### src/core/tlbtm_pkg.sv
// Package: types and constants of the TLB tag match and invalidation filter
// Function
// - Secure-stream translation from non-secure descriptor memory is non-global.
// - Hypervisor and monitor regimes use no ASID; global flag ignored.
// - Global entries store no ASID and hit any lookup ASID.
// - No entry hits a lookup from a different stream regime.
// - Global entries hit only when address-set flags are equal.
// - ASID-scoped invalidations leave global entries; other scopes remove them.
// - Secure entries tagged secure; secure guest broadcasts and commands remove them.
// - Monitor entries carry no ASID; monitor VA and all remove them.
// - Secure guest broadcast without enabled secure hypervisor uses VMID 0 or none.
// - With enabled secure hypervisor, such broadcasts match VMID or are ignored.
// - With secure hypervisor, secure entries without stage 2 get VMID 0.
// - Monitor entries may survive secure guest or narrow secure invalidations.
// - Secure entries may survive monitor-level invalidations.
// - ASID and VMID widths 8 or 16, shown by read-only bits.
// - Wide identifiers compare all 16 bits for equality.
// - Narrow identifiers compare low 8 bits; upper byte may be ignored.
// - Wide ASIDs and VMIDs apply whatever the descriptor format.
// - Plain hypervisor regime entries carry no ASID tag.
// - Host hypervisor regime entries carry an ASID when non-global.
// - Host regime allowed only with support and host-mode control set.
// - Host broadcasts: all, by VA and ASID, by VA any ASID, by ASID.
// - Commands remove matching entries whatever their address-set flag.
// - Address-set entries may survive ASID-matching broadcasts, never all.
// - Broadcasts of a security state are dropped when its opt-out is set.
package tlbtm_pkg;

    localparam int TAG_W = 16;
    localparam int VA_W  = 36;
    localparam int PA_W  = 28;

    // ****************************************************
    // Register map
    // ****************************************************
    localparam logic [7:0] ADDR_CTRL = 8'h00;
    localparam logic [7:0] ADDR_ID   = 8'h04;
    localparam logic [7:0] ADDR_STAT = 8'h08;
    localparam int CTRL_OPT_NS  = 0;
    localparam int CTRL_OPT_S   = 1;
    localparam int CTRL_HOST_NS = 2;
    localparam int CTRL_HOST_S  = 3;
    localparam logic [3:0] CTRL_RST = 4'h0;

    typedef enum logic [2:0] {
        RG_GUEST  = 3'h0,
        RG_SECURE = 3'h1,
        RG_HOST   = 3'h3,
        RG_HYP    = 3'h2,
        RG_MON    = 3'h6
    } tlbtm_regime_t;

    typedef enum logic [1:0] {
        LV_GUEST = 2'h0,
        LV_HYP   = 2'h1,
        LV_MON   = 2'h3
    } tlbtm_level_t;

    typedef enum logic [1:0] {
        OP_ALL  = 2'h0,
        OP_ASID = 2'h1,
        OP_VA   = 2'h3,
        OP_VAA  = 2'h2
    } tlbtm_op_t;

    typedef struct packed {
        tlbtm_regime_t     regime;
        logic              secure;
        logic              addr_set;
        logic [TAG_W-1:0]  asid;
        logic [TAG_W-1:0]  vmid;
        logic [VA_W-1:0]   va;
    } tlbtm_lkp_t;

    typedef struct packed {
        tlbtm_regime_t     regime;
        logic              secure;
        logic              addr_set;
        logic              not_global;
        logic              desc_ns;
        logic              s2_en;
        logic [TAG_W-1:0]  asid;
        logic [TAG_W-1:0]  vmid;
        logic [VA_W-1:0]   va;
        logic [PA_W-1:0]   pa;
    } tlbtm_ins_t;

    typedef struct packed {
        logic              from_cmd;
        tlbtm_level_t      level;
        logic              secure;
        logic              host_form;
        tlbtm_op_t         op;
        logic              pe_sh_en;
        logic [TAG_W-1:0]  asid;
        logic [TAG_W-1:0]  vmid;
        logic [VA_W-1:0]   va;
    } tlbtm_inv_t;

    typedef struct packed {
        logic              valid;
        tlbtm_regime_t     regime;
        logic              secure;
        logic              glob;
        logic              addr_set;
        logic [TAG_W-1:0]  asid;
        logic [TAG_W-1:0]  vmid;
        logic [VA_W-1:0]   va;
        logic [PA_W-1:0]   pa;
    } tlbtm_entry_t;

    function automatic logic has_asid(tlbtm_regime_t r);
        return r == RG_GUEST || r == RG_SECURE || r == RG_HOST;
    endfunction

    function automatic logic id_eq(logic [TAG_W-1:0] t,
                                   logic [TAG_W-1:0] v,
                                   logic             wide);
        // Narrow tags accept a non-zero upper byte: cheaper, and allowed
        return wide ? (t == v) : (t[7:0] == v[7:0]);
    endfunction

endpackage

### src/core/tlbtm_core.sv
// Module: TLB tag match, insertion and invalidation filter with APB control
//
// Added by the designer: the APB register port and the register addresses.
`timescale 1ns/1ps
module tlbtm_core
    import tlbtm_pkg::*;
#(
    parameter int N_ENT     = 8,
    parameter bit WIDE_ASID = 1'b1,
    parameter bit WIDE_VMID = 1'b1,
    parameter bit HYP_SUP   = 1'b1,
    parameter bit SEC_HYP   = 1'b1,
    parameter bit BCAST_SUP = 1'b1
) (
    input  wire logic         i_clk,       // 100 MHz clock
    input  wire logic         i_rst_b,     // Async reset, low
    input  wire logic         i_ce,        // Clock enable
    input  wire logic         i_psel,      // APB select
    input  wire logic         i_penable,   // APB enable
    input  wire logic         i_pwrite,    // APB direction
    input  wire logic [7:0]   i_paddr,     // APB byte address
    input  wire logic [31:0]  i_pwdata,    // APB write data
    input  wire logic [3:0]   i_pstrb,     // APB byte strobes
    output logic [31:0]       o_prdata,    // APB read data
    output logic              o_pready,    // APB ready
    output logic              o_pslverr,   // APB error
    input  wire logic         i_lkp_valid, // Lookup request
    input  wire tlbtm_lkp_t   i_lkp,       // Lookup tags
    output logic              o_lkp_vld,   // Lookup answer
    output logic              o_lkp_hit,   // Lookup hit
    output logic [PA_W-1:0]   o_lkp_pa,    // Output page
    input  wire logic         i_ins_valid, // Insert request
    input  wire tlbtm_ins_t   i_ins,       // Insert tags
    output logic              o_ins_err,   // Insert refused
    input  wire logic         i_inv_valid, // Invalidation request
    input  wire tlbtm_inv_t   i_inv,       // Invalidation scope
    output logic              o_inv_ack,   // Invalidation done
    output logic [5:0]        o_inv_count  // Entries removed
);

    localparam int IW = (N_ENT > 1) ? $clog2(N_ENT) : 1;

    // ****************************************************
    // Reset release
    // ****************************************************
    logic rst_meta;
    logic rst_n;

    always_ff @(posedge i_clk or negedge i_rst_b) begin
        if (!i_rst_b) begin
            rst_meta <= 1'b0;
            rst_n    <= 1'b0;
        end else begin
            rst_meta <= 1'b1;
            rst_n    <= rst_meta;
        end
    end

    // ****************************************************
    // Register bus
    // ****************************************************
    logic [3:0]        ctrl_reg;
    logic [31:0]       rd_reg;
    logic              err_reg;
    logic [N_ENT-1:0]  vld_vec;
    logic [4:0]        id_bits;

    assign id_bits = {BCAST_SUP, SEC_HYP, HYP_SUP,
                      WIDE_VMID, WIDE_ASID};
    // Data is fetched in the setup phase, so the access phase waits only while i_ce is low
    assign o_pready  = i_ce;
    assign o_prdata  = rd_reg;
    assign o_pslverr = err_reg && i_psel && i_penable;

    always_ff @(posedge i_clk or negedge rst_n) begin
        if (!rst_n) begin
            ctrl_reg <= CTRL_RST;
        end else if (i_ce && i_psel && i_penable && i_pwrite &&
                     i_paddr == ADDR_CTRL && i_pstrb[0]) begin
            ctrl_reg <= i_pwdata[3:0];
        end
    end

    always_ff @(posedge i_clk or negedge rst_n) begin
        if (!rst_n) begin
            rd_reg  <= 32'h0;
            err_reg <= 1'b0;
        end else if (i_ce && i_psel && !i_penable) begin
            err_reg <= 1'b0;
            case (i_paddr)
                ADDR_CTRL: rd_reg <= {28'h0, ctrl_reg};
                ADDR_ID:   rd_reg <= {27'h0, id_bits};
                ADDR_STAT: rd_reg <= 32'(vld_vec);
                default: begin
                    rd_reg  <= 32'h0;
                    err_reg <= 1'b1;
                end
            endcase
        end
    end

    // ****************************************************
    // Matching functions
    // ****************************************************
    function automatic logic host_ok(tlbtm_regime_t r, logic sec);
        logic allow;
        allow = sec ? (SEC_HYP && ctrl_reg[CTRL_HOST_S])
                    : (HYP_SUP && ctrl_reg[CTRL_HOST_NS]);
        return r != RG_HOST || allow;
    endfunction

    function automatic logic uses_vmid(tlbtm_regime_t r);
        return r == RG_GUEST || (r == RG_SECURE && SEC_HYP);
    endfunction

    function automatic logic lkp_hit(tlbtm_entry_t e, tlbtm_lkp_t q);
        logic rg_ok;
        logic asid_ok;
        logic set_ok;
        logic vm_ok;
        rg_ok   = e.valid && e.regime == q.regime &&
                  e.secure == q.secure;
        asid_ok = !has_asid(e.regime) || e.glob ||
                  id_eq(e.asid, q.asid, WIDE_ASID);
        set_ok  = !e.glob || e.addr_set == q.addr_set;
        vm_ok   = !uses_vmid(e.regime) ||
                  id_eq(e.vmid, q.vmid, WIDE_VMID);
        return rg_ok && asid_ok && set_ok && vm_ok &&
               e.va == q.va;
    endfunction

    function automatic tlbtm_entry_t mk_entry(tlbtm_ins_t r);
        tlbtm_entry_t e;
        e.valid  = 1'b1;
        e.regime = r.regime;
        e.secure = r.secure;
        e.addr_set = r.addr_set;
        e.va     = r.va;
        e.pa     = r.pa;
        // Only ASID regimes know global; a non-secure fetch forces local
        e.glob   = has_asid(r.regime) && !r.not_global &&
                   !(r.secure && r.desc_ns);
        // Width follows the capability alone, never the format bits
        e.asid   = (e.glob || !has_asid(r.regime)) ? '0 :
                   (WIDE_ASID ? r.asid
                              : {8'h0, r.asid[7:0]});
        e.vmid   = WIDE_VMID ? r.vmid : {8'h0, r.vmid[7:0]};
        if (r.regime == RG_SECURE && (!SEC_HYP || !r.s2_en)) begin
            e.vmid = '0;
        end
        return e;
    endfunction

    function automatic logic inv_hit(tlbtm_entry_t e, tlbtm_inv_t v);
        tlbtm_regime_t tgt;
        logic          rg_ok;
        logic          id_ok;
        logic          va_ok;
        logic          vm_ok;
        logic          op_ok;
        logic          set_ex;
        case (v.level)
            LV_GUEST: tgt = v.secure ? RG_SECURE : RG_GUEST;
            LV_HYP:   tgt = v.host_form ? RG_HOST : RG_HYP;
            default:  tgt = RG_MON;
        endcase
        // Cross-regime operations stay in their own regime
        rg_ok = e.valid && e.regime == tgt &&
                e.secure == v.secure;
        id_ok = id_eq(e.asid, v.asid, WIDE_ASID);
        va_ok = e.va == v.va;
        case (v.op)
            OP_ALL:  op_ok = 1'b1;
            OP_ASID: op_ok = has_asid(e.regime) && !e.glob &&
                             id_ok;
            OP_VA:   op_ok = va_ok && (!has_asid(e.regime) ||
                             e.glob || id_ok);
            default: op_ok = va_ok && e.regime != RG_MON;
        endcase
        if (e.regime == RG_GUEST) begin
            vm_ok = id_eq(e.vmid, v.vmid, WIDE_VMID);
        end else if (e.regime != RG_SECURE) begin
            vm_ok = 1'b1;
        end else if (v.from_cmd) begin
            vm_ok = !SEC_HYP || id_eq(e.vmid, v.vmid, WIDE_VMID);
        end else if (v.pe_sh_en) begin
            vm_ok = SEC_HYP &&
                    id_eq(e.vmid, v.vmid, WIDE_VMID);
        end else begin
            vm_ok = !SEC_HYP ||
                    id_eq(e.vmid, {TAG_W{1'b0}}, WIDE_VMID);
        end
        // Non-shared spaces skip ASID-matching broadcasts only
        set_ex  = !v.from_cmd && e.addr_set &&
                  (v.op == OP_ASID || v.op == OP_VA);
        return rg_ok && op_ok && vm_ok && !set_ex;
    endfunction

    // ****************************************************
    // Entry store and match vectors
    // ****************************************************
    tlbtm_entry_t      ent [N_ENT];
    logic [N_ENT-1:0]  lk_match;
    logic [N_ENT-1:0]  kill;
    logic [N_ENT-1:0]  glob_vec;
    logic [N_ENT-1:0]  rg_vec;
    logic              mon_live;
    logic [PA_W-1:0]   hit_pa;
    logic [IW-1:0]     vic;
    logic [IW-1:0]     rr_reg;
    logic              has_free;
    logic [5:0]        kill_cnt;
    logic              bc_drop;
    logic              inv_fire;
    logic              ins_ok;
    logic              ins_fire;

    // Opted-out or unsupported broadcasts are answered but do nothing
    assign bc_drop  = !i_inv.from_cmd && (!BCAST_SUP ||
                      (i_inv.secure ? ctrl_reg[CTRL_OPT_S]
                                    : ctrl_reg[CTRL_OPT_NS]));
    assign inv_fire = i_inv_valid && i_ce && !bc_drop;
    // An assign would miss the function's hidden read of ctrl_reg
    always_comb begin
        ins_ok = host_ok(i_ins.regime, i_ins.secure);
    end
    assign ins_fire = i_ins_valid && i_ce && ins_ok;

    always_comb begin
        hit_pa   = '0;
        vic      = rr_reg;
        has_free = 1'b0;
        kill_cnt = 6'h0;
        mon_live = 1'b0;
        for (int k = N_ENT - 1; k >= 0; k--) begin
            lk_match[k] = lkp_hit(ent[k], i_lkp) &&
                          host_ok(i_lkp.regime, i_lkp.secure);
            kill[k]     = inv_fire && inv_hit(ent[k], i_inv);
            glob_vec[k] = ent[k].valid && ent[k].glob;
            rg_vec[k]   = ent[k].valid &&
                          ent[k].regime == i_lkp.regime &&
                          ent[k].secure == i_lkp.secure;
            vld_vec[k]  = ent[k].valid;
            if (lk_match[k]) begin
                hit_pa = ent[k].pa;
            end
            if (!ent[k].valid) begin
                vic      = IW'(k);
                has_free = 1'b1;
            end
            if (ent[k].valid && ent[k].regime == RG_MON) begin
                mon_live = 1'b1;
            end
            kill_cnt = kill_cnt + 6'(kill[k]);
        end
    end

    // Insert lands after the kill, so a new entry survives its own cycle
    always_ff @(posedge i_clk or negedge rst_n) begin
        if (!rst_n) begin
            for (int k = 0; k < N_ENT; k++) begin
                ent[k] <= '0;
            end
        end else if (i_ce) begin
            for (int k = 0; k < N_ENT; k++) begin
                if (kill[k]) begin
                    ent[k].valid <= 1'b0;
                end
            end
            if (ins_fire) begin
                ent[vic] <= mk_entry(i_ins);
            end
        end
    end

    always_ff @(posedge i_clk or negedge rst_n) begin
        if (!rst_n) begin
            rr_reg <= '0;
        end else if (ins_fire && !has_free) begin
            rr_reg <= (rr_reg == IW'(N_ENT - 1)) ? '0 : rr_reg + 1'b1;
        end
    end

    // ****************************************************
    // Answers
    // ****************************************************
    always_ff @(posedge i_clk or negedge rst_n) begin
        if (!rst_n) begin
            o_lkp_vld <= 1'b0;
            o_lkp_hit <= 1'b0;
            o_lkp_pa  <= '0;
        end else if (i_ce) begin
            o_lkp_vld <= i_lkp_valid;
            o_lkp_hit <= i_lkp_valid && |lk_match;
            o_lkp_pa  <= hit_pa;
        end
    end

    always_ff @(posedge i_clk or negedge rst_n) begin
        if (!rst_n) begin
            o_ins_err   <= 1'b0;
            o_inv_ack   <= 1'b0;
            o_inv_count <= 6'h0;
        end else if (i_ce) begin
            o_ins_err   <= i_ins_valid && !ins_ok;
            o_inv_ack   <= i_inv_valid;
            o_inv_count <= kill_cnt;
        end
    end
endmodule

### config.mk
export PLATFORM = sky130hd
export DESIGN_NAME = tlbtm_core
export DESIGN_NICKNAME = d
export VERILOG_FILES = /design/src/core/tlbtm_pkg.sv /design/src/core/tlbtm_core.sv
export SDC_FILE = /design/constraint.sdc
export NUM_CORES = 2
export LEC_CHECK = 0
export ABC_CLOCK_PERIOD_IN_PS = 42100
export BUFFER_PORTS_ARGS = -buffer_cell sky130_fd_sc_hd__buf_2
export CORE_ASPECT_RATIO = 0.7
export CORE_MARGIN = 2
export CORE_UTILIZATION = 56
export CTS_BUF_LIST = sky130_fd_sc_hd__clkbuf_4 sky130_fd_sc_hd__clkbuf_8
export DETAILED_ROUTE_END_ITERATION = 10
export PLACE_DENSITY = 0.75
export SLEW_MARGIN = 25
export SYNTH_ARGS = -nofsm -noshare
export SYNTH_HDL_FRONTEND = slang
export SYNTH_SLANG_ARGS = --single-unit
### constraint.sdc
create_clock -name i_clk -period 42.1 [get_ports i_clk]
set_input_delay 4.21 -clock i_clk [delete_from_list [all_inputs] [get_ports i_clk]]
set_output_delay 4.21 -clock i_clk [all_outputs]
set_load 0.05 [all_outputs]
==> tab_implementation.tex <==
\begin{tabular}{lr}
\hline
Metric & Value \\
\hline
\multicolumn{2}{l}{\textbf{Floorplanning}} \\
Row count & 92 \\
Overall die height & 255 microns \\
Width of the die & 363 microns \\
\# IOs & 378 \\
Area of the die & 92700 sq um \\
Effective utilization at floorplan & 56.4\% \\
Placeable Area & 89700 sq um \\
\multicolumn{2}{l}{\textbf{Synthesis}} \\
Dominant synthesized flop cell & sky130\_fd\_sc\_hd\_\_dfrtp\_1 \\
Cell accounting for the most synthesized area & sky130\_fd\_sc\_hd\_\_dfrtp\_1 \\
Flip-flop and latch count after synthesis & 878 \\
Top cells by count, synth & 878 x sky130\_fd\_sc\_hd\_\_dfrtp\_1, 717 x sky130\_fd\_sc\_hd\_\_xor2\_1, 554 x sky130\_fd\_sc\_hd\_\_mux2\_2 \\
Share of the yosys chip area belonging to registers & 43.5\% \\
Count of synthesis-stage warnings from yosys & 0 \\
Average size of a mapped cell & 10.6 sq um \\
Ys async rst share & 100\% \\
Largest cells by area after synthesis & sky130\_fd\_sc\_hd\_\_dfrtp\_1 43\%, sky130\_fd\_sc\_hd\_\_xor2\_1 12\%, sky130\_fd\_sc\_hd\_\_mux2\_2 12\% \\
Number of synthesized flops with an enable pin & 0 \\
Count of distinct cell types in the synthesized netlist & 65 \\
Number of cells produced by synthesis & 4789 \\
Cell with the most instances after synthesis & sky130\_fd\_sc\_hd\_\_dfrtp\_1 \\
Fraction of synthesized cell area taken by the top area cell type & 43.5\% \\
Netlist area before placement & 50500 sq um \\
\multicolumn{2}{l}{\textbf{Placed design}} \\
Post-DP HPWL & 143000 microns \\
Count of buffers from port buffering & 320 \\
Final estimated routing congestion in global placement & 1.04 \\
\multicolumn{2}{l}{\textbf{Cells and area}} \\
Flip-flop count of the largest register, all copies and words added & 824 \\
Area occupied by multi-input gates & 26500 sq um \\
Fill cell count & 7487 \\
Number of nets at the end of the flow & 5261 \\
Area added between synthesis and finish & 10.2\% \\
Share of post-route cells with drive strength above 1 & 24.6\% \\
Most flop-heavy register & ent \\
Storage element area & 22000 sq um \\
\multicolumn{2}{l}{\textbf{Worst setup path}} \\
Worst Path Arrival & 10.24 ns \\
Crit end category & register \\
Critical path startpoint category & input pin \\
Cell family contributing the most delay on the critical path & adder cells \\
Worst path bufs/invs & 3 \\
Maximum single-stage delay on the critical path & 1.01 ns \\
Cells traversed along the worst timing path & buf\_2 -> xnor2\_1 -> nand4\_1 -> nor4\_1 -> nand3\_1 -> o41ai\_2 -> o2111ai\_1 -> fa\_1 -> fa\_1 -> inv\_1 -> fa\_1 -> ha\_1 -> inv\_1 -> fa\_1 -> xnor2\_1 -> mux2\_2 \\
Worst endpoint required time & 42.84 ns \\
Cell repeated most along the worst path & sky130\_fd\_sc\_hd\_\_fa\_1 \\
Crit path kind & input pin to register \\
Critical path peak fanout & 8 \\
Slowest library cell on the worst path & sky130\_fd\_sc\_hd\_\_o41ai\_2 \\
\multicolumn{2}{l}{\textbf{Routing}} \\
Total wire length & 204000 microns \\
Vias & 40600 \\
Remaining routing DRC violations & 0 \\
Number of iterations in the first detailed-routing pass & 6 \\
Mean number of vias per cell & 6.51 \\
Iteration-0 DRC count of the detailed router & 5709 \\
Routed len/inst & 32.7 microns \\
Post-DRT Antenna Nets & 0 \\
\multicolumn{2}{l}{\textbf{Pwr}} \\
PwrDens & 70.1 nW/um\^{}2 \\
Peak VDD IR & 0.0000444 V \\
Reported leakage power & 24.4 nW \\
Power Total & 0.00390 W \\
\multicolumn{2}{l}{\textbf{STA}} \\
Setup tns final & 0 ns \\
Hold Violations, Final & 0 \\
Final Max Tran Viols & 0 \\
Transition time at the pin with the least slew margin & 1.14 ns \\
Post-route clock skew & 0.0356 ns \\
Time the final worst path needs with I/O delays and setup & 9.51 ns \\
Setup repair after global routing missed its margin & false \\
Tightest slew margin relative to the limit & 23.0\% \\
Period utilisation layout & 22.6\% \\
Count of final setup violators & 0 \\
F\_max & 0.105 GHz \\
\multicolumn{2}{l}{\textbf{Flow run}} \\
Reported max-cap violation count & 0 \\
\multicolumn{2}{l}{\textbf{GRT}} \\
Total Routing Usage GR & 43.6\% \\
Antenna violations before repair & 10 \\
Wire length of the first global-routing pass & 288000 microns \\
Vias in the first global route & 38000 \\
Pin count of the biggest net entering global routing & 169 \\
Sum of overflow across all layers after global routing & 0 \\
\multicolumn{2}{l}{\textbf{Clocking}} \\
Clock tree from TritonCTS & yes \\
\# Post-CTS Setup Buffers & 0 \\
Number of H-tree branching levels & 4 \\
Root buffer cell & sky130\_fd\_sc\_hd\_\_clkbuf\_8 \\
Clock network latency to the later pin of the worst-skew pair & 0.88 ns \\
Max Root-Sink Buffers & 3 \\
Clock slew seen by the registers of the worst setup and hold paths & 0.07 ns \\
Number of gates resized after cts & 0 \\
Post-CTS Hold Buffers & 0 \\
Sinks on Clock Net & 878 \\
Cts bufs inserted & 144 \\
\multicolumn{2}{l}{\textbf{Status}} \\
Result of the run & completed \\
\multicolumn{2}{l}{\textbf{Hold path}} \\
Path class of the lowest-slack min-delay path & register to register \\
\hline
\end{tabular}
-- cell families (layout without fill, tap and decap cells) --
logic type	count (synthesis)	after routing	share of synthesized area, %
other	2	31	0.0149
multiplexers	563	563	12.5
adder cells (fa/ha/maj)	9	9	0.282
buffers and inverters	514	754	4.71
AO/OA/AOI/OAI	558	558	7.16
AND/OR/NAND/NOR	1111	1111	11.8
flip-flops	878	878	43.5
XOR/XNOR	1154	1154	20.0
-- routing by layer --
metal | GRT usage [%] | vias up | share of wire (%) | wire length, microns
met5 | 0 | - | 0.092 | 188
met4 | 14.4 | 12 | 3.5 | 7090
met3 | 16.8 | 431 | 15 | 29700
met2 | 55.9 | 2743 | 38 | 78200
met1 | 66.3 | 20400 | 44 | 88900
li1 | - | 17000 | - | -
-- per-stage QoR --
stage / area [sq um] / worst slack, ns / utilization, % / hold slack, ns / instances
2_1_floorplan: 50600 / 15.81 / - / 0.331 / 4814
3_3_place_gp: 52400 / 32.10 / 58.5 / 0.340 / 5973
3_5_place_dp: 52500 / 32.04 / 58.5 / 0.353 / 5973
4_1_cts: 55600 / 32.97 / 62.0 / 0.372 / 6227
5_1_grt: 55700 / 32.51 / 62.1 / 0.378 / 6230
6_report: 55700 / 32.59 / 62.1 / 0.366 / 6233
-- worst paths after layout --
kind | from | to | slack, ns | cells after the start
worst max-delay path | i_inv[33] | o_inv_count[2] | 32.59 | 16
worst min-delay path | rst_meta | rst_n | 0.37 | 0
worst max register to register | ent[473] | o_inv_count[2] | 35.73 | 15
worst min register to register | rst_meta | rst_n | 0.37 | 0
max in group asynchronous | rst_n | ent[684] | 38.72 | 3
min in group asynchronous | rst_n | ent[451] | 0.46 | 0
-- area by class of cell --
type                    count  area share (%)
clock buffers             221            5.00
inverters                 113           0.762
clock inverters            33           0.647
diodes                      4          0.0180
well taps                1175            2.64
repair buffers            387            3.94
flip-flops and latches    878            39.5
multi-input cells        3422            47.5
-- report_power, final --
part	total, W	internal, W	leakage [nW]	switching (W)
Combinational	0.00145	0.000618	11.5	0.000829
Sequential	0.00162	0.00119	11.2	0.000431
Clock	0.000838	0.000460	1.65	0.000378
-- layout by cell type, fill, tap and decap left out, types with 5 or more instances in the layout --
master                       instances
sky130_fd_sc_hd__conb_1             27
sky130_fd_sc_hd__a21bo_2             5
sky130_fd_sc_hd__xor2_1            717
sky130_fd_sc_hd__nand2_1           364
sky130_fd_sc_hd__bufinv_16           6
sky130_fd_sc_hd__o31ai_1             8
sky130_fd_sc_hd__clkbuf_4           41
sky130_fd_sc_hd__mux2_2            554
sky130_fd_sc_hd__clkbuf_8          180
sky130_fd_sc_hd__clkinv_2           14
sky130_fd_sc_hd__xnor2_1           435
sky130_fd_sc_hd__a2111oi_2           9
sky130_fd_sc_hd__nand4_1           166
sky130_fd_sc_hd__or3_1              28
sky130_fd_sc_hd__nand3_1            29
sky130_fd_sc_hd__clkinvlp_4          7
sky130_fd_sc_hd__nor2_1             30
sky130_fd_sc_hd__a21oi_1            11
sky130_fd_sc_hd__o311ai_1           28
sky130_fd_sc_hd__and3_1             32
sky130_fd_sc_hd__a2111oi_0          24
sky130_fd_sc_hd__o2bb2ai_1           5
sky130_fd_sc_hd__o211ai_1            7
sky130_fd_sc_hd__nor3_1             81
sky130_fd_sc_hd__mux2i_1             9
sky130_fd_sc_hd__nand3b_1           56
sky130_fd_sc_hd__o21ai_0           303
sky130_fd_sc_hd__ha_1                5
sky130_fd_sc_hd__dfrtp_1           877
sky130_fd_sc_hd__buf_4              59
sky130_fd_sc_hd__o2111ai_1          31
sky130_fd_sc_hd__buf_2             320
sky130_fd_sc_hd__inv_1             113
sky130_fd_sc_hd__nor2b_1            41
sky130_fd_sc_hd__a211oi_1           94
sky130_fd_sc_hd__nor4_2             12
sky130_fd_sc_hd__nor4_1            243
sky130_fd_sc_hd__nand4b_1            6
Power figures use the tool's default switching activity.
